$ cat src/rtl/regulator_vsel_pkg.sv
// Purpose: shared constants for the regulator start-up and current-limit block
// Assumes: 10 MHz clock, AXI4-Lite register access, word index = byte address / 4
// Notes: channel order everywhere is buck1, buck2, linreg1, linreg2
package regulator_vsel_pkg;

  localparam int NCH = 4;
  localparam int CODE_W = 7;
  localparam int ADDR_W = 12;

  // register word indices; byte address is four times the index
  localparam logic [7:0] IDX_LINREG1_CODE = 8'h41;
  localparam logic [7:0] IDX_LINREG2_CODE = 8'h42;
  localparam logic [7:0] IDX_BUCK1_CODE = 8'h46;
  localparam logic [7:0] IDX_BUCK1_LIMIT = 8'h47;
  localparam logic [7:0] IDX_BUCK2_CODE = 8'h48;
  localparam logic [7:0] IDX_BUCK2_LIMIT = 8'h49;
  localparam logic [7:0] IDX_MODE_CTRL = 8'h50;
  localparam logic [7:0] IDX_STARTUP_STAT = 8'h51;

  // limit register fields
  localparam int HIGH_LIM_BIT = 7;
  localparam int IDLE_LIM_LSB = 8;
  localparam int IDLE_LIM_MSB = 9;

  // per-channel code widths: 7-bit buck codes, 5-bit linear regulator codes
  localparam logic [6:0] CODE_MIN [NCH] = '{7'h00, 7'h00, 7'h00, 7'h00};
  localparam logic [6:0] CODE_MAX [NCH] = '{7'h7F, 7'h7F, 7'h1F, 7'h1F};
  // strap tied low: 1.2 V, 2.8 V, 1.2 V, 1.8 V
  localparam logic [6:0] LOW_DEFAULT [NCH] = '{7'h0E, 7'h4E, 7'h06, 7'h10};
  // strap tied to 2.4 V: 1.35 V, 3.3 V, 1.35 V, 3.3 V
  localparam logic [6:0] HIGH_DEFAULT [NCH] = '{7'h14, 7'h62, 7'h09, 7'h1F};

  typedef enum logic [1:0] {
    STRAP_LOW = 2'b00,
    STRAP_HIGH = 2'b01,
    STRAP_DIVIDER = 2'b10
  } strap_t;

  typedef enum logic [1:0] {
    MODE_ACTIVE = 2'b00,
    MODE_STANDBY = 2'b01,
    MODE_HIBERNATE = 2'b10
  } buck_mode_t;

  // applied limit: 0..3 standby low table, 4..7 standby high table,
  // 8 = 600 mA active, 9 = 1000 mA active, 10 = fixed hibernate limit
  localparam logic [3:0] LIM_ACTIVE_600 = 4'h8;
  localparam logic [3:0] LIM_ACTIVE_1000 = 4'h9;
  localparam logic [3:0] LIM_HIBERNATE = 4'hA;

  typedef enum logic [1:0] {
    ST_IDLE = 2'b00,
    ST_SAMPLE = 2'b01,
    ST_SEARCH = 2'b11,
    ST_DONE = 2'b10
  } seq_state_t;

  localparam int CLK_PERIOD_NS = 100;
  localparam int SETTLE_NS = 10000;
  localparam int SETTLE_CYC_I = (SETTLE_NS + CLK_PERIOD_NS - 1) / CLK_PERIOD_NS;
  localparam logic [7:0] SETTLE_CYC = SETTLE_CYC_I[7:0];

  localparam logic [1:0] RESP_OKAY = 2'b00;
  localparam logic [1:0] RESP_SLVERR = 2'b10;

endpackage

$ cat src/rtl/regulator_vsel_startup_and_limits.sv
// Purpose: start-up level-code resolution from strap pins and buck current-limit select
// Assumes: strap class and comparator inputs are synchronous to clk
// Notes: level codes are searched in parallel; software owns them once supplies are ok
`timescale 1ns/1ns

// Summary of operation
// RULE_01: buck level codes are 7 bits, 25 mV per step, top code 4.025 V.
// RULE_02: at start-up sample each strap pin and load the matching level code.
// RULE_03: after start-up and supplies ok, straps are ignored; software owns codes.
// RULE_04: strap low loads 1.2, 2.8, 1.2 and 1.8 V defaults.
// RULE_05: strap high loads 1.35, 3.3, 1.35 and 3.3 V defaults.
// RULE_06: divider strap starts at the lowest code and steps upward.
// RULE_07: stepping stops and the code is kept when the comparator trips.
// RULE_08: board must keep divider targets below the top code range.
// RULE_09: software should rewrite all level codes soon after start-up.
// RULE_10: high-limit bit 7 resets to 0: 0 selects 600 mA, 1 selects 1000 mA.
// RULE_11: idle-limit field bits 9:8 resets to 00: 70/150/300/600 mA.
// RULE_12: with high-limit set the idle codes give 110/220/450/900 mA.
// RULE_13: active mode uses high-limit bit; standby uses idle field with it.
// RULE_14: hibernate applies a fixed limit, ignoring both limit fields.
// RULE_15: software should set the high limit only for brief heavy loads.
// RULE_16: buck code zero is 0.85 V, each step adds 25 mV.
// RULE_17: linear regulator codes are 5 bits, searched in table order.
// RULE_18: wait a settling time after each step; never pass the top code.
module regulator_vsel_startup_and_limits (
  input wire logic clk,
  input wire logic rst,
  input wire logic [11:0] s_axi_awaddr,
  input wire logic s_axi_awvalid,
  output logic s_axi_awready,
  input wire logic [31:0] s_axi_wdata,
  input wire logic [3:0] s_axi_wstrb,
  input wire logic s_axi_wvalid,
  output logic s_axi_wready,
  output logic [1:0] s_axi_bresp,
  output logic s_axi_bvalid,
  input wire logic s_axi_bready,
  input wire logic [11:0] s_axi_araddr,
  input wire logic s_axi_arvalid,
  output logic s_axi_arready,
  output logic [31:0] s_axi_rdata,
  output logic [1:0] s_axi_rresp,
  output logic s_axi_rvalid,
  input wire logic s_axi_rready,
  input wire logic [1:0] buck1_strap_pin,
  input wire logic [1:0] buck2_strap_pin,
  input wire logic [1:0] linreg1_strap_pin,
  input wire logic [1:0] linreg2_strap_pin,
  input wire logic [3:0] strap_reached,
  output logic [6:0] buck1_level_code,
  output logic [6:0] buck2_level_code,
  output logic [4:0] linreg1_level_code,
  output logic [4:0] linreg2_level_code,
  output logic [3:0] buck1_limit_sel,
  output logic [3:0] buck2_limit_sel,
  output logic supplies_ok_out
);

  localparam int NCH = regulator_vsel_pkg::NCH;

  regulator_vsel_pkg::seq_state_t state_r;
  regulator_vsel_pkg::seq_state_t state_nxt;

  logic [6:0] code_r [NCH];
  logic [7:0] settle_r [NCH];
  logic [NCH-1:0] divider_r;
  logic [NCH-1:0] found_r;
  logic [NCH-1:0] overrun_r;
  logic [1:0] strap_in [NCH];

  logic buck1_high_r;
  logic buck2_high_r;
  logic [1:0] buck1_idle_r;
  logic [1:0] buck2_idle_r;
  logic [3:0] mode_r;

  // write channel holding registers
  logic [11:0] aw_addr_r;
  logic aw_held_r;
  logic [31:0] w_data_r;
  logic [3:0] w_strb_r;
  logic w_held_r;

  assign strap_in[0] = buck1_strap_pin;
  assign strap_in[1] = buck2_strap_pin;
  assign strap_in[2] = linreg1_strap_pin;
  assign strap_in[3] = linreg2_strap_pin;

  // ---------------- start-up sequencer ----------------
  // straps are read once, in the sample state; later pin changes have no effect
  wire all_found = &found_r;

  always_comb begin
    state_nxt = state_r;
    case (state_r)
      regulator_vsel_pkg::ST_IDLE: state_nxt = regulator_vsel_pkg::ST_SAMPLE;
      regulator_vsel_pkg::ST_SAMPLE: state_nxt = regulator_vsel_pkg::ST_SEARCH;
      regulator_vsel_pkg::ST_SEARCH: begin
        if (all_found) begin
          state_nxt = regulator_vsel_pkg::ST_DONE;
        end
      end
      default: state_nxt = regulator_vsel_pkg::ST_DONE;
    endcase
  end

  wire in_sample = (state_r == regulator_vsel_pkg::ST_SAMPLE);
  wire in_search = (state_r == regulator_vsel_pkg::ST_SEARCH);
  // straps lose all influence once done; only bus writes move codes
  wire sw_owned = (state_r == regulator_vsel_pkg::ST_DONE); // RULE_03

  always_ff @(posedge clk or posedge rst) begin
    if (rst) begin
      state_r <= regulator_vsel_pkg::ST_IDLE;
      supplies_ok_out <= 1'b0;
    end else begin
      state_r <= state_nxt;
      supplies_ok_out <= (state_nxt == regulator_vsel_pkg::ST_DONE);
    end
  end

  // ---------------- register decode ----------------
  // only word indices are decoded; address bits 11:10 must be zero
  wire write_go = aw_held_r && w_held_r && !s_axi_bvalid;
  wire [7:0] w_idx = aw_addr_r[9:2];
  wire w_upper_zero = (aw_addr_r[11:10] == 2'b00);
  wire [7:0] r_idx = s_axi_araddr[9:2];
  wire r_upper_zero = (s_axi_araddr[11:10] == 2'b00);

  wire [7:0] code_idx [NCH];
  assign code_idx[0] = regulator_vsel_pkg::IDX_BUCK1_CODE;
  assign code_idx[1] = regulator_vsel_pkg::IDX_BUCK2_CODE;
  assign code_idx[2] = regulator_vsel_pkg::IDX_LINREG1_CODE;
  assign code_idx[3] = regulator_vsel_pkg::IDX_LINREG2_CODE;

  wire wr_lim1 = write_go && w_upper_zero && (w_idx == regulator_vsel_pkg::IDX_BUCK1_LIMIT);
  wire wr_lim2 = write_go && w_upper_zero && (w_idx == regulator_vsel_pkg::IDX_BUCK2_LIMIT);
  wire wr_mode = write_go && w_upper_zero && (w_idx == regulator_vsel_pkg::IDX_MODE_CTRL);
  wire w_known = w_upper_zero && ((w_idx == code_idx[0]) || (w_idx == code_idx[1])
    || (w_idx == code_idx[2]) || (w_idx == code_idx[3])
    || (w_idx == regulator_vsel_pkg::IDX_BUCK1_LIMIT)
    || (w_idx == regulator_vsel_pkg::IDX_BUCK2_LIMIT)
    || (w_idx == regulator_vsel_pkg::IDX_MODE_CTRL)
    || (w_idx == regulator_vsel_pkg::IDX_STARTUP_STAT));

  // ---------------- per-channel level code search ----------------
  // the settle count reloads on every step so the comparator only sees a steady output
  genvar gi;
  generate
    for (gi = 0; gi < NCH; gi = gi + 1) begin : g_ch
      wire wr_code = write_go && w_upper_zero && (w_idx == code_idx[gi]) && w_strb_r[0];
      wire at_max = (code_r[gi] == regulator_vsel_pkg::CODE_MAX[gi]);
      wire [6:0] code_step = code_r[gi] + 7'h01;
      wire [6:0] sw_code = w_data_r[6:0] & regulator_vsel_pkg::CODE_MAX[gi];

      always_ff @(posedge clk or posedge rst) begin
        if (rst) begin
          code_r[gi] <= regulator_vsel_pkg::CODE_MIN[gi];
          settle_r[gi] <= 8'h00;
          divider_r[gi] <= 1'b0;
          found_r[gi] <= 1'b0;
          overrun_r[gi] <= 1'b0;
        end else if (in_sample) begin
          divider_r[gi] <= (strap_in[gi] == regulator_vsel_pkg::STRAP_DIVIDER);
          found_r[gi] <= (strap_in[gi] != regulator_vsel_pkg::STRAP_DIVIDER);
          settle_r[gi] <= regulator_vsel_pkg::SETTLE_CYC; // RULE_18
          if (strap_in[gi] == regulator_vsel_pkg::STRAP_HIGH) begin
            code_r[gi] <= regulator_vsel_pkg::HIGH_DEFAULT[gi]; // RULE_05
          end else if (strap_in[gi] == regulator_vsel_pkg::STRAP_LOW) begin
            code_r[gi] <= regulator_vsel_pkg::LOW_DEFAULT[gi]; // RULE_04
          end else begin
            code_r[gi] <= regulator_vsel_pkg::CODE_MIN[gi]; // RULE_06
          end
        end else if (in_search && !found_r[gi]) begin
          if (settle_r[gi] != 8'h00) begin
            settle_r[gi] <= settle_r[gi] - 8'h01; // RULE_18
          end else if (strap_reached[gi]) begin
            found_r[gi] <= 1'b1; // RULE_07
          end else if (at_max) begin
            // divider set too high; park at the top code instead of wrapping
            found_r[gi] <= 1'b1; // RULE_18
            overrun_r[gi] <= 1'b1;
          end else begin
            code_r[gi] <= code_step; // RULE_06 RULE_17 RULE_01 RULE_16
            settle_r[gi] <= regulator_vsel_pkg::SETTLE_CYC;
          end
        end else if (sw_owned && wr_code) begin
          code_r[gi] <= sw_code; // RULE_03
        end
      end
    end
  endgenerate

  // ---------------- current limit registers ----------------
  always_ff @(posedge clk or posedge rst) begin
    if (rst) begin
      buck1_high_r <= 1'b0; // RULE_10
      buck2_high_r <= 1'b0;
      buck1_idle_r <= 2'b00; // RULE_11
      buck2_idle_r <= 2'b00;
      mode_r <= 4'h0;
    end else begin
      if (wr_lim1 && w_strb_r[0]) begin
        buck1_high_r <= w_data_r[regulator_vsel_pkg::HIGH_LIM_BIT];
      end
      if (wr_lim1 && w_strb_r[1]) begin
        buck1_idle_r <= w_data_r[regulator_vsel_pkg::IDLE_LIM_MSB:regulator_vsel_pkg::IDLE_LIM_LSB];
      end
      if (wr_lim2 && w_strb_r[0]) begin
        buck2_high_r <= w_data_r[regulator_vsel_pkg::HIGH_LIM_BIT];
      end
      if (wr_lim2 && w_strb_r[1]) begin
        buck2_idle_r <= w_data_r[regulator_vsel_pkg::IDLE_LIM_MSB:regulator_vsel_pkg::IDLE_LIM_LSB];
      end
      if (wr_mode && w_strb_r[0]) begin
        mode_r <= w_data_r[3:0];
      end
    end
  end

  // modes 10 and 11 both fall through to the fixed hibernate limit
  function automatic logic [3:0] limit_pick(input logic [1:0] mode, input logic high,
                                            input logic [1:0] idle);
    logic [3:0] sel;
    sel = regulator_vsel_pkg::LIM_HIBERNATE; // RULE_14
    if (mode == regulator_vsel_pkg::MODE_ACTIVE) begin
      sel = high ? regulator_vsel_pkg::LIM_ACTIVE_1000 : regulator_vsel_pkg::LIM_ACTIVE_600;
    end else if (mode == regulator_vsel_pkg::MODE_STANDBY) begin
      sel = {1'b0, high, idle}; // RULE_11 RULE_12
    end
    return sel;
  endfunction

  wire [3:0] buck1_lim_nxt = limit_pick(mode_r[1:0], buck1_high_r, buck1_idle_r); // RULE_13
  wire [3:0] buck2_lim_nxt = limit_pick(mode_r[3:2], buck2_high_r, buck2_idle_r); // RULE_13
  // level outputs lag the code register by one cycle; the comparator trips on them

  always_ff @(posedge clk or posedge rst) begin
    if (rst) begin
      buck1_limit_sel <= regulator_vsel_pkg::LIM_ACTIVE_600;
      buck2_limit_sel <= regulator_vsel_pkg::LIM_ACTIVE_600;
      buck1_level_code <= 7'h00;
      buck2_level_code <= 7'h00;
      linreg1_level_code <= 5'h00;
      linreg2_level_code <= 5'h00;
    end else begin
      buck1_limit_sel <= buck1_lim_nxt; // RULE_10
      buck2_limit_sel <= buck2_lim_nxt;
      buck1_level_code <= code_r[0]; // RULE_02
      buck2_level_code <= code_r[1];
      linreg1_level_code <= code_r[2][4:0];
      linreg2_level_code <= code_r[3][4:0];
    end
  end

  // ---------------- AXI4-Lite write path ----------------
  // aw and w are taken in either order; the response waits until both are held
  always_ff @(posedge clk or posedge rst) begin
    if (rst) begin
      aw_addr_r <= 12'h000;
      aw_held_r <= 1'b0;
      w_data_r <= 32'h0000_0000;
      w_strb_r <= 4'h0;
      w_held_r <= 1'b0;
      s_axi_awready <= 1'b1;
      s_axi_wready <= 1'b1;
      s_axi_bvalid <= 1'b0;
      s_axi_bresp <= regulator_vsel_pkg::RESP_OKAY;
    end else begin
      if (s_axi_awvalid && s_axi_awready) begin
        aw_addr_r <= s_axi_awaddr;
        aw_held_r <= 1'b1;
        s_axi_awready <= 1'b0;
      end
      if (s_axi_wvalid && s_axi_wready) begin
        w_data_r <= s_axi_wdata;
        w_strb_r <= s_axi_wstrb;
        w_held_r <= 1'b1;
        s_axi_wready <= 1'b0;
      end
      if (write_go) begin
        s_axi_bvalid <= 1'b1;
        s_axi_bresp <= w_known ? regulator_vsel_pkg::RESP_OKAY : regulator_vsel_pkg::RESP_SLVERR;
        aw_held_r <= 1'b0;
        w_held_r <= 1'b0;
      end
      if (s_axi_bvalid && s_axi_bready) begin
        s_axi_bvalid <= 1'b0;
        s_axi_awready <= 1'b1;
        s_axi_wready <= 1'b1;
      end
    end
  end

  // ---------------- AXI4-Lite read path ----------------
  // data is latched with the address, so rdata stands unchanged until rready
  logic [31:0] rd_word;
  logic rd_hit;

  always_comb begin
    rd_word = 32'h0000_0000;
    rd_hit = r_upper_zero;
    if (!r_upper_zero) begin
      rd_hit = 1'b0;
    end else if (r_idx == regulator_vsel_pkg::IDX_BUCK1_CODE) begin
      rd_word[6:0] = code_r[0];
    end else if (r_idx == regulator_vsel_pkg::IDX_BUCK2_CODE) begin
      rd_word[6:0] = code_r[1];
    end else if (r_idx == regulator_vsel_pkg::IDX_LINREG1_CODE) begin
      rd_word[6:0] = code_r[2];
    end else if (r_idx == regulator_vsel_pkg::IDX_LINREG2_CODE) begin
      rd_word[6:0] = code_r[3];
    end else if (r_idx == regulator_vsel_pkg::IDX_BUCK1_LIMIT) begin
      rd_word[9:7] = {buck1_idle_r, buck1_high_r};
    end else if (r_idx == regulator_vsel_pkg::IDX_BUCK2_LIMIT) begin
      rd_word[9:7] = {buck2_idle_r, buck2_high_r};
    end else if (r_idx == regulator_vsel_pkg::IDX_MODE_CTRL) begin
      rd_word[3:0] = mode_r;
    end else if (r_idx == regulator_vsel_pkg::IDX_STARTUP_STAT) begin
      rd_word[13:0] = {overrun_r, divider_r, found_r, in_search, sw_owned};
    end else begin
      rd_hit = 1'b0;
    end
  end

  always_ff @(posedge clk or posedge rst) begin
    if (rst) begin
      s_axi_arready <= 1'b1;
      s_axi_rvalid <= 1'b0;
      s_axi_rdata <= 32'h0000_0000;
      s_axi_rresp <= regulator_vsel_pkg::RESP_OKAY;
    end else begin
      if (s_axi_arvalid && s_axi_arready) begin
        s_axi_arready <= 1'b0;
        s_axi_rvalid <= 1'b1;
        s_axi_rdata <= rd_word;
        s_axi_rresp <= rd_hit ? regulator_vsel_pkg::RESP_OKAY : regulator_vsel_pkg::RESP_SLVERR;
      end else if (s_axi_rvalid && s_axi_rready) begin
        s_axi_rvalid <= 1'b0;
        s_axi_arready <= 1'b1;
      end
    end
  end

endmodule

$ cat config.mk
export PLATFORM = sky130hd
export DESIGN_NAME = regulator_vsel_startup_and_limits
export DESIGN_NICKNAME = d
export VERILOG_FILES = /design/src/rtl/regulator_vsel_pkg.sv /design/src/rtl/regulator_vsel_startup_and_limits.sv
export SDC_FILE = /design/constraint.sdc
export NUM_CORES = 1
export LEC_CHECK = 0
export ABC_AREA = 1
export BUFFER_PORTS_ARGS = -buffer_cell sky130_fd_sc_hd__buf_2
export CORE_ASPECT_RATIO = 1.2
export CORE_MARGIN = 1.5
export CORE_UTILIZATION = 25
export CTS_BUF_LIST = sky130_fd_sc_hd__clkbuf_4 sky130_fd_sc_hd__clkbuf_8
export CTS_CLUSTER_DIAMETER = 60
export DETAILED_ROUTE_END_ITERATION = 10
export PLACE_DENSITY = 0.5
export SETUP_SLACK_MARGIN = 0.5
export SYNTH_ARGS = -nofsm -noshare
export SYNTH_HDL_FRONTEND = slang
export SYNTH_SLANG_ARGS = --single-unit
$ cat constraint.sdc
create_clock -name clk -period 4.5 [get_ports clk]
set_input_delay 0.225 -clock clk [delete_from_list [all_inputs] [get_ports clk]]
set_output_delay 0.225 -clock clk [all_outputs]
set_load 0.02 [all_outputs]
======== Word-level counts from Yosys, hierarchy flattened ========
Index checks and enable logic that the tools add are counted.
operators by class
  add/sub/neg operators ................... 8
  eq/ne operators ......................... 62
  mux-type cells .......................... 123
  bitwise logic cells ..................... 9
  reduce and logical (&&, ||, !) cells .... 93
operators with widths
  kind                                                    number
  2-to-1 mux 7 bit                                        36
  2-to-1 mux 8 bit                                        20
  equality test 8 x 7 -> 1 bit (second input constant)    16
  2-to-1 mux 1 bit                                        45
  2-to-1 mux 4 bit                                        9
  inequality test 3 bit (second input constant)           12
  logical AND 1 bit                                       33
  nonzero test 8 bit                                      4
  subtractor 8 x 1 -> 8 bit (second input constant)       4
  adder 7 x 1 -> 7 bit (second input constant)            4
  2-to-1 mux 14 bit                                       2
  AND reduction 3 bit                                     8
  nonzero test 3 bit                                      8
  AND reduction 4 bit                                     5
  AND reduction 5 bit                                     4
  nonzero test 2 bit                                      10
  logical NOT 2 bit                                       9
  inequality test 2 bit (second input constant)           8
  2-to-1 mux 5 bit                                        3
  equality test 2 x 1 -> 1 bit (second input constant)    7
  equality test 2 bit (second input constant)             7
  equality test 7 x 5 -> 1 bit (second input constant)    2
  equality test 7 bit (second input constant)             2
  inequality test 3 x 1 -> 1 bit (second input constant)  4
  8 further kinds                                         33
word-level totals
  bits in registers ....................... 166
  bits of input ports ..................... 79
  output and inout port bits .............. 74

======== Logic depth before layout (Yosys ltp) ========
Gate-level depths: netlist of the first run.
  depth after elaboration ................. 11
  gate-level depth with buffers ........... 12

======== Worst setup path before layout of the first run ========
No wires, ideal clock.
  path type ............................... register to register
  start ................................... reg settle_r[16] (netlist bit)
  end ..................................... reg settle_r[18] (netlist bit)
  library setup time ...................... 0.126 ns
  arrival ................................. 1.486 ns
  required time ........................... 4.374 ns
  path slack .............................. 2.887 ns
  cell stages (with the launch flop) ...... 11
  buffers on the path ..................... 1
  clock period less this slack ............ 1.613 ns
  path through ............................ dfrtp_1 inv_1 ha_1 nand3_1 nor2_4 inv_1 nor2_4 nor2_8 buf_6 o31ai_2 o21ai_2
between the ends
  longest elaborated chain between the ends .. 4
RTL lines
  element                                                          line                                                                                source
  start, declared                                                  regulator_vsel_startup_and_limits.sv:65                                             logic [7:0] settle_r [NCH];
  start signal, assigned by index                                  regulator_vsel_startup_and_limits.sv:166                                            settle_r[gi] <= regulator_vsel_pkg::SETTLE_CYC;
  start signal, assigned by index                                  regulator_vsel_startup_and_limits.sv:176                                            settle_r[gi] <= settle_r[gi] - 8'h01;
  start signal, assigned by index                                  regulator_vsel_startup_and_limits.sv:185                                            settle_r[gi] <= regulator_vsel_pkg::SETTLE_CYC;
  subtractor 8 x 1 -> 8 bit or nonzero test 8 bit (tied branches)  regulator_vsel_startup_and_limits.sv:176, regulator_vsel_startup_and_limits.sv:175
  2-to-1 mux 8 bit                                                 regulator_vsel_startup_and_limits.sv:175                                            if (settle_r[gi] != 8'h00) begin
  2-to-1 mux 8 bit                                                 regulator_vsel_startup_and_limits.sv:174                                            end else if (in_search && !found_r[gi]) begin
  2-to-1 mux 8 bit                                                 regulator_vsel_startup_and_limits.sv:163                                            end else if (in_sample) begin
Several ways; a longest one is shown, not always the timed one. The select of a mux whose other input is x is not followed.
A chain may end at the register's enable or synchronous reset.

======== Worst setup path after layout of the first run ========
  start ................................... reg s_axi_arready
  end ..................................... reg s_axi_rdata[10]
between the ends
  longest elaborated chain between the ends .. 1
RTL lines
  element                 line                                      source
  start, declared         regulator_vsel_startup_and_limits.sv:40   output logic s_axi_arready,
  start signal, assigned  regulator_vsel_startup_and_limits.sv:328  s_axi_arready <= 1'b1;
  start signal, assigned  regulator_vsel_startup_and_limits.sv:334  s_axi_arready <= 1'b0;
  start signal, assigned  regulator_vsel_startup_and_limits.sv:340  s_axi_arready <= 1'b1;
  logical AND 1 bit       regulator_vsel_startup_and_limits.sv:333  if (s_axi_arvalid && s_axi_arready) begin
  end signal, assigned    regulator_vsel_startup_and_limits.sv:336  s_axi_rdata <= rd_word;
  end, declared           regulator_vsel_startup_and_limits.sv:41   output logic [31:0] s_axi_rdata,
Every way passes these cells.

==> results of run 1 <==
-- routing by layer --
layer / wire [microns] / up-vias / GRT usage / part of all wire
li1: - / 3854 / - / -
met1: 10800 / 3502 / 0.170 / 0.44
met2: 11500 / 208 / 0.233 / 0.47
met3: 1270 / 51 / 0.0296 / 0.051
met4: 1010 / 6 / 0.0758 / 0.041
met5: 36 / - / 0 / 0.0015
-- kinds of logic (layout without fill, tap and decap cells) --
kind of cell / after synthesis / after routing / share of synthesized area
AOI/OAI and AO/OA: 148 / 148 / 0.101
buffers and inverters: 184 / 320 / 0.0924
DFF: 162 / 162 / 0.463
xor gates and xnor gates: 23 / 23 / 0.0230
adders and majority gates: 12 / 12 / 0.0171
other: 1 / 21 / 0.000428
and+or+nand+nor: 593 / 593 / 0.303
-- worst paths after layout --
| kind | start | to | slack (ps) | depth (start not counted) |
|---|---|---|---|---|
| max | s_axi_arready$_DFFE_PP1P_ | s_axi_rdata[10]$_DFFE_PP0P_ | 2510 | 5 |
| min | s_axi_wdata[3] | w_data_r[3]$_DFFE_PP0P_ | 30 | 3 |
| max reg2reg | s_axi_arready$_DFFE_PP1P_ | s_axi_rdata[10]$_DFFE_PP0P_ | 2510 | 5 |
| min reg2reg | overrun_r[1]$_DFFE_PP0P_ | overrun_r[1]$_DFFE_PP0P_ | 460 | 2 |
| max in group asynchronous | rst | settle_r[5]$_DFFE_PP0P_ | 3010 | 4 |
| min in group asynchronous | rst | w_data_r[7]$_DFFE_PP0P_ | 490 | 3 |
-- registers in the layout (all words and copies together), names as in the netlist, 4 cells and up --
register,count
buck2_level_code,7
buck1_limit_sel,4
w_data_r,10
aw_addr_r,10
buck2_limit_sel,4
s_axi_rdata,14
linreg1_level_code,5
buck1_level_code,7
found_r,4
divider_r,4
settle_r,32
mode_r,4
overrun_r,4
linreg2_level_code,5
code_r,28
-- power groups by stage --
stage	sequential [mW]	combinational, mW	clock [mW]
global placement	2.07	1.18	0
floorplan	2.08	0.768	0
global route	2.08	1.39	1.35
CTS	2.05	1.22	1.30
detailed placement	2.07	1.19	0
finish	2.04	1.21	1.26
-- placed cells by master, fill, tap and decap left out, drive strengths merged --
cell type | netlist | routed
clkinvlp | 0 | 5
o21bai | 2 | 2
o211ai | 5 | 5
a31oi | 1 | 1
a21boi | 2 | 2
and2 | 1 | 1
a21oi | 21 | 21
a41oi | 1 | 1
nand3b | 6 | 6
nand3 | 121 | 121
ha | 12 | 12
diode | 0 | 1
xor2 | 16 | 16
o31ai | 4 | 4
o221ai | 4 | 4
o21ai | 104 | 104
dlygate4sd3 | 0 | 33
or2 | 2 | 2
dfstp | 5 | 5
inv | 146 | 147
o21a | 1 | 1
buf | 33 | 109
nor3 | 20 | 20
dfrtp | 157 | 157
xnor2 | 7 | 7
conb | 1 | 20
bufinv | 0 | 4
clkbuf | 5 | 22
nor2 | 101 | 101
o22ai | 3 | 3
nand4 | 8 | 8
nand2 | 334 | 334
-- what timing repair did --
| item | 4_1_cts | 5_1_grt |
|---|---|---|
| hold buffers | 33 | 0 |
| endpoints found under the hold margin | 70 | 0 |
| gates resized for setup | 0 | 0 |
-- layout make-up --
| cell class | count | share of cell area |
|---|---|---|
| sequential | 162 | 0.385 |
| multi-input combinational | 796 | 0.377 |
| timing repair buffer | 142 | 0.0855 |
| tap | 456 | 0.0542 |
| inverter | 146 | 0.0526 |
| clock buffer | 22 | 0.0287 |
| clock inverter | 10 | 0.0162 |
| antenna | 1 | 0.000238 |
-- through the flow --
stage               setup slack, ps  instance area [sq um]  total power, mW  hold WS (ps)  cells
detailed placement             2510                   9730             3.26           417   1669
global route                   2270                  10500             4.83          33.0   1734
CTS                            2460                  10500             4.58          3.23   1734
finish                         2510                  10500             4.51          27.9   1735
floorplan                      2220                   8850             2.85           299   1142
global placement               2550                   9730             3.25           410   1669
-- worst reg2reg max path: stages, from the launching register on --
cell and delay (ps):
dfstp_2 550, nand2_2 280, nor3_1 240, buf_4 210
nand3_1 310, o21ai_0 300
==> results.sh, run 1 <==
export IMPL_max_cap_violations=0
export IMPL_synth_edf_count=0
export IMPL_crit_required_ps=4870
export IMPL_grt_pass1_vias=7530
export IMPL_grt_usage=0.140
export IMPL_status="complete, no violations"
export IMPL_yosys_area_top_type_share=0.448
export IMPL_core_area_sq_um=34300
export IMPL_path_buf_inv=1
export IMPL_syn_inst=1123
export IMPL_drtAntennaViolNets=0
export IMPL_p_sw_frac=0.362
export IMPL_maxSlewViolCount=0
export IMPL_critical_path_max_stage_delay_ps=550
export IMPL_comb_power_share=0.269
export IMPL_drt_initial_drc_count=443
export IMPL_vias=7621
export IMPL_port_buffers=104
export IMPL_synth_area_top_cells="dfrtp_1, nand2_1, nand3_1"
export IMPL_slowest_stage="dfstp_2"
export IMPL_fill_cells=3718
export IMPL_clock_path_buffers=2
export IMPL_hold_viol=0
export IMPL_fin_util=0.307
export IMPL_crit_type="register to register"
export IMPL_grt_pass1_wl_mm=39.6
export IMPL_finalCriticalPeriod_ps=1990
export IMPL_worst_pin_slew_ps=969
export IMPL_syn_area_per_cell_sq_um=7.81
export IMPL_end_kind="register"
export IMPL_final_setup_tns_ps=0
export IMPL_root_buffer="clkbuf_8"
export IMPL_ys_top_cells_by_count="nand2_1, dfrtp_1, inv_1"
export IMPL_fmax_mhz=502
export IMPL_fp_dieW_microns=174
export IMPL_register_area_sq_um=4060
export IMPL_grt_ovfl_total=0
export IMPL_ys_types=48
export IMPL_p_int_mw=2.88
export IMPL_rows=74
export IMPL_clock_sinks=162
export IMPL_synth_yosys_seq_area_share=0.463
export IMPL_synth_async_sr_flop_share=1.00
export IMPL_routedWlPerCell_microns=14.2
export IMPL_vdd_drop_max_mv=0.190
export IMPL_ys_ff_latch=162
export IMPL_cts_clk_slew_worst_paths_ps=90
export IMPL_gp_congestion=0.880
export IMPL_netlist_area_sq_um=8770
export IMPL_cp_arrival_ps=2370
export IMPL_place_hpwl_mm=18.3
export IMPL_dieArea_sq_um=36200
export IMPL_num_nets_final=1356
export IMPL_die_y_microns=208
export IMPL_layout_drive_gt1_share=0.163
export IMPL_max_slew_margin=0.353
export IMPL_post_cts_buffers=0
export IMPL_cp_cell_sequence="nand2_2 -> nor3_1 -> buf_4 -> nand3_1 -> o21ai_0"
export IMPL_drc_errors=0
export IMPL_cts_max_level=4
export IMPL_dr_pass1_iters=5
export IMPL_yosys_warnings=0
export IMPL_numCtsBuffers=17
export IMPL_seqPwrFrac=0.453
export IMPL_worst_path_max_fanout=18
export IMPL_antenna_found_initial=4
export IMPL_wl_mm=24.6
export IMPL_finalClockSkew_ps=13.4
export IMPL_timing_final_crit_share=0.443
export IMPL_via_per_inst=4.39
export IMPL_clk_latency_ps=480
export IMPL_start_kind="register"
export IMPL_rsz0062_at_grt="no"
export IMPL_p_clk_frac=0.278
export IMPL_p_leak_nw=5.22
export IMPL_grt_max_degree=85
export IMPL_min_path_type="input port to register"
export IMPL_crit_family="simple AND/OR/NAND/NOR gates"
export IMPL_ios=153
export IMPL_start_util=0.256
export IMPL_switching_power_mw=1.63
export IMPL_synth_top_area_cell="dfrtp_1"
export IMPL_synth_flop_cell="dfrtp_1"
export IMPL_cellPowerDensity_nw_per_um2=429
export IMPL_cts_tree="built"
export IMPL_setup_viol=0
export IMPL_synth_most_common_cell="nand2_1"
export IMPL_multi_input_area_sq_um=3970
export IMPL_area_growth_pct=20.1
(Power assumes the default switching activity.)
==> run 2: changes to the inputs <==
--- a/config.mk
+++ b/config.mk
@@ -5,7 +5,7 @@
 export SDC_FILE = /design/constraint.sdc
 export NUM_CORES = 1
 export LEC_CHECK = 0
-export ABC_AREA = 1
+export ABC_AREA = 0
 export BUFFER_PORTS_ARGS = -buffer_cell sky130_fd_sc_hd__buf_2
 export CORE_ASPECT_RATIO = 1.2
 export CORE_MARGIN = 1.5
@@ -13,7 +13,7 @@
 export CTS_BUF_LIST = sky130_fd_sc_hd__clkbuf_4 sky130_fd_sc_hd__clkbuf_8
 export CTS_CLUSTER_DIAMETER = 60
 export DETAILED_ROUTE_END_ITERATION = 10
-export PLACE_DENSITY = 0.5
+export PLACE_DENSITY = 0.51
 export SETUP_SLACK_MARGIN = 0.5
 export SYNTH_ARGS = -nofsm -noshare
 export SYNTH_HDL_FRONTEND = slang
==> constraint.sdc (replaced) <==
create_clock -name clk -period 1.74 [get_ports clk]
set_input_delay 0.087 -clock clk [delete_from_list [all_inputs] [get_ports clk]]
set_output_delay 0.087 -clock clk [all_outputs]
set_load 0.02 [all_outputs]
==> results.sh, run 2 <==
export IMPL_comb_power_share=0.342
export IMPL_syn_area_per_cell_sq_um=9.93
export IMPL_fill_cells=3148
export IMPL_drc_errors=0
export IMPL_dr_pass1_iters=5
export IMPL_rows=72
export IMPL_vdd_drop_max_mv=0.645
export IMPL_violations="hold timing, setup timing"
export IMPL_crit_end="settle_r[4]$_DFFE_PP0P_"
export IMPL_cts_max_level=4
export IMPL_synth_edf_count=0
export IMPL_yosys_warnings=0
export IMPL_p_int_mw=7.98
export IMPL_largest_register_ffs=32
export IMPL_p_sw_frac=0.349
export IMPL_root_buffer="clkbuf_8"
export IMPL_cp_cell_sequence="or4_4 -> or4b_4 -> o311a_4 -> o21ai_1 -> a22o_1"
export IMPL_routedWlPerCell_microns=17.6
export IMPL_rsz0062_at_grt="yes"
export IMPL_dieArea_sq_um=34000
export IMPL_switching_power_mw=4.28
export IMPL_ys_ff_latch=162
export IMPL_num_nets_final=1278
export IMPL_numCtsBuffers=17
export IMPL_port_buffers=104
export IMPL_grt_ovfl_total=0
export IMPL_cts_tree="built"
export IMPL_via_per_inst=4.92
export IMPL_synth_async_sr_flop_share=1.00
export IMPL_crit_required_ps=2160
export IMPL_maxSlewViolCount=0
export IMPL_clk_latency_ps=470
export IMPL_ys_top_cells_by_count="dfrtp_1, o21ai_0, nand2_1"
export IMPL_worst_path_max_fanout=7
export IMPL_core_area_sq_um=32300
export IMPL_synth_most_common_cell="dfrtp_1"
export IMPL_vias=7909
export IMPL_finalCriticalPeriod_ps=2110
export IMPL_slowest_stage="or4_4"
export IMPL_cellPowerDensity_nw_per_um2=948
export IMPL_start_kind="register"
export IMPL_finalClockSkew_ps=15.5
export IMPL_r2r_start="settle_r[5]$_DFFE_PP0P_"
export IMPL_register_area_sq_um=4060
export IMPL_crit_type="register to register"
export IMPL_antenna_cells=0
export IMPL_synth_yosys_seq_area_share=0.493
export IMPL_r2r_slack_ps=-370
export IMPL_setup_slack_ps=-373
export IMPL_gp_congestion=0.839
export IMPL_regMostFlops="settle_r"
export IMPL_yosys_area_top_type_share=0.477
export IMPL_grt_max_degree=41
export IMPL_synth_top_area_cell="dfrtp_1"
export IMPL_layout_drive_gt1_share=0.478
export IMPL_min_path_type="input port to register"
export IMPL_max_cap_violations=0
export IMPL_multi_input_area_sq_um=4910
export IMPL_synth_area_top_cells="dfrtp_1, mux2_2, o21ai_0"
export IMPL_p_clk_frac=0.242
export IMPL_p_leak_nw=5.78
export IMPL_fmax_mhz=473
export IMPL_reg2reg_to="settle_r[4]$_DFFE_PP0P_"
export IMPL_grt_usage=0.170
export IMPL_antenna_found_initial=1
export IMPL_clock_sinks=162
export IMPL_reg_top3="settle_r x32, code_r x28, s_axi_rdata x14"
export IMPL_start_util=0.254
export IMPL_area_growth_pct=57.1
export IMPL_finalNonFillerCells=1607
export IMPL_dpl_cell_count=1489
export IMPL_grt_pass1_vias=8226
export IMPL_drtAntennaViolNets=0
export IMPL_hold_viol=1
export IMPL_ys_types=69
export IMPL_netlist_area_sq_um=8230
export IMPL_setup_viol=44
export IMPL_crit_start="settle_r[5]$_DFFE_PP0P_"
export IMPL_synth_flop_cell="dfrtp_1"
export IMPL_cts_clk_slew_worst_paths_ps=100
export IMPL_clock_path_buffers=2
export IMPL_r2r_cells=5
export IMPL_syn_inst=829
export IMPL_seqPwrFrac=0.416
export IMPL_holdWs_ps=-76.3
export IMPL_place_hpwl_mm=20.4
export IMPL_critical_path_max_stage_delay_ps=550
export IMPL_mostFrequentLayoutCells="buf_4, dfrtp_1, buf_2"
export IMPL_fp_dieW_microns=169
export IMPL_holdBufCountCts=34
export IMPL_die_y_microns=202
export IMPL_status="complete, but fails checks"
export IMPL_end_kind="register"
export IMPL_grt_pass1_wl_mm=44.8
export IMPL_timing_final_crit_share=1.21
export IMPL_ios=153
export IMPL_final_common_cell="buf_4"
export IMPL_drt_initial_drc_count=436
export IMPL_cp_arrival_ps=2530
export IMPL_wl_mm=28.3
==> run 2: cell count changes after synthesis, sizes merged, moves of 11 or more <==
cell,before,now
a21oi,21,44
clkbuf,5,20
nand3,121,24
xor2,16,5
nand2b,0,11
o21ai,104,76
nor2,101,59
nor2b,0,13
and3,0,13
mux2,0,42
nand2,334,70
inv,146,23
==> run 2: how the worst min path moves through the flow <==
| stage | cells past startpoint | slack [ps] | endpoint | from |
|---|---|---|---|---|
| floorplan | 1 | 150 | s_axi_arready$_DFFE_PP1P_ | s_axi_arvalid |
| global placement | 2 | 120 | settle_r[20]$_DFFE_PP0P_ | rst |
| detailed placement | 2 | 120 | settle_r[22]$_DFFE_PP0P_ | rst |
| CTS | 4 | -90 | code_r[5]$_DFFE_PP0P_ | strap_reached[3] |
| global route | 4 | -80 | code_r[5]$_DFFE_PP0P_ | strap_reached[3] |
| finish | 4 | -80 | code_r[5]$_DFFE_PP0P_ | strap_reached[3] |
==> run 2: power groups by stage <==
stage	logic, mW	clock network, mW	registers [mW]
2_1_floorplan	1.62	0	5.28
3_3_place_gp	3.53	0	5.11
3_5_place_dp	3.55	0	5.12
4_1_cts	3.97	3.03	5.08
5_1_grt	4.59	3.21	5.18
6_report	4.20	2.96	5.10
==> run 2: timing repair <==
action	in CTS	in global routing
endpoints found under the setup margin	126	106
pin swaps	81	49
hold endpoints to repair	173	1
setup buffers	27	25
gates resized for setup	189	44
==> run 2: worst max-delay path, delay by kind of cell (launching register included) <==
kind            cells  cell delay (ps)
simple gates        2             1070
compound gates      3              600
flops               1              390
==> run 2: final cells by class <==
type,instances,share of cell area
clock buffer,20,0.0208
multi-input combinational,614,0.380
inverter,23,0.00726
sequential,162,0.314
tap,407,0.0394
clock inverter,12,0.0114
timing repair buffer,369,0.227
==> run 2: cell families (layout without fill, tap and decap cells) <==
kind of cell	after synthesis	in the layout	synth area share
XOR/XNOR	12	12	0.0128
multiplexers	47	47	0.0635
AND/OR/NAND/NOR	286	286	0.180
adder cells (fa/ha/maj)	12	12	0.0182
buffers and inverters	72	424	0.0438
flip-flops	162	162	0.493
other	1	20	0.000456
AO/OA/AOI/OAI	237	237	0.187
==> run 2: through the flow <==
stage	cell area (sq um)	total power [mW]	utilization	worst slack, ps	TNS, ps
detailed placement	10800	8.67	0.333	-383	-9340
global route	12900	13.0	0.400	-460	-10810
finish	12900	12.3	0.400	-373	-6280
floorplan	8710	6.90	-	-446	-68540
global placement	10800	8.64	0.333	-387	-8530
CTS	12500	12.1	0.388	-375	-6410
==> run 2: metal layers <==
layer / vias to the layer above / routed length, microns / global-route usage
li1: 3748 / - / -
met1: 3905 / 12300 / 0.214
met2: 212 / 14300 / 0.297
met3: 44 / 1070 / 0.0246
met4: 0 / 591 / 0.0555
met5: - / 0 / 0
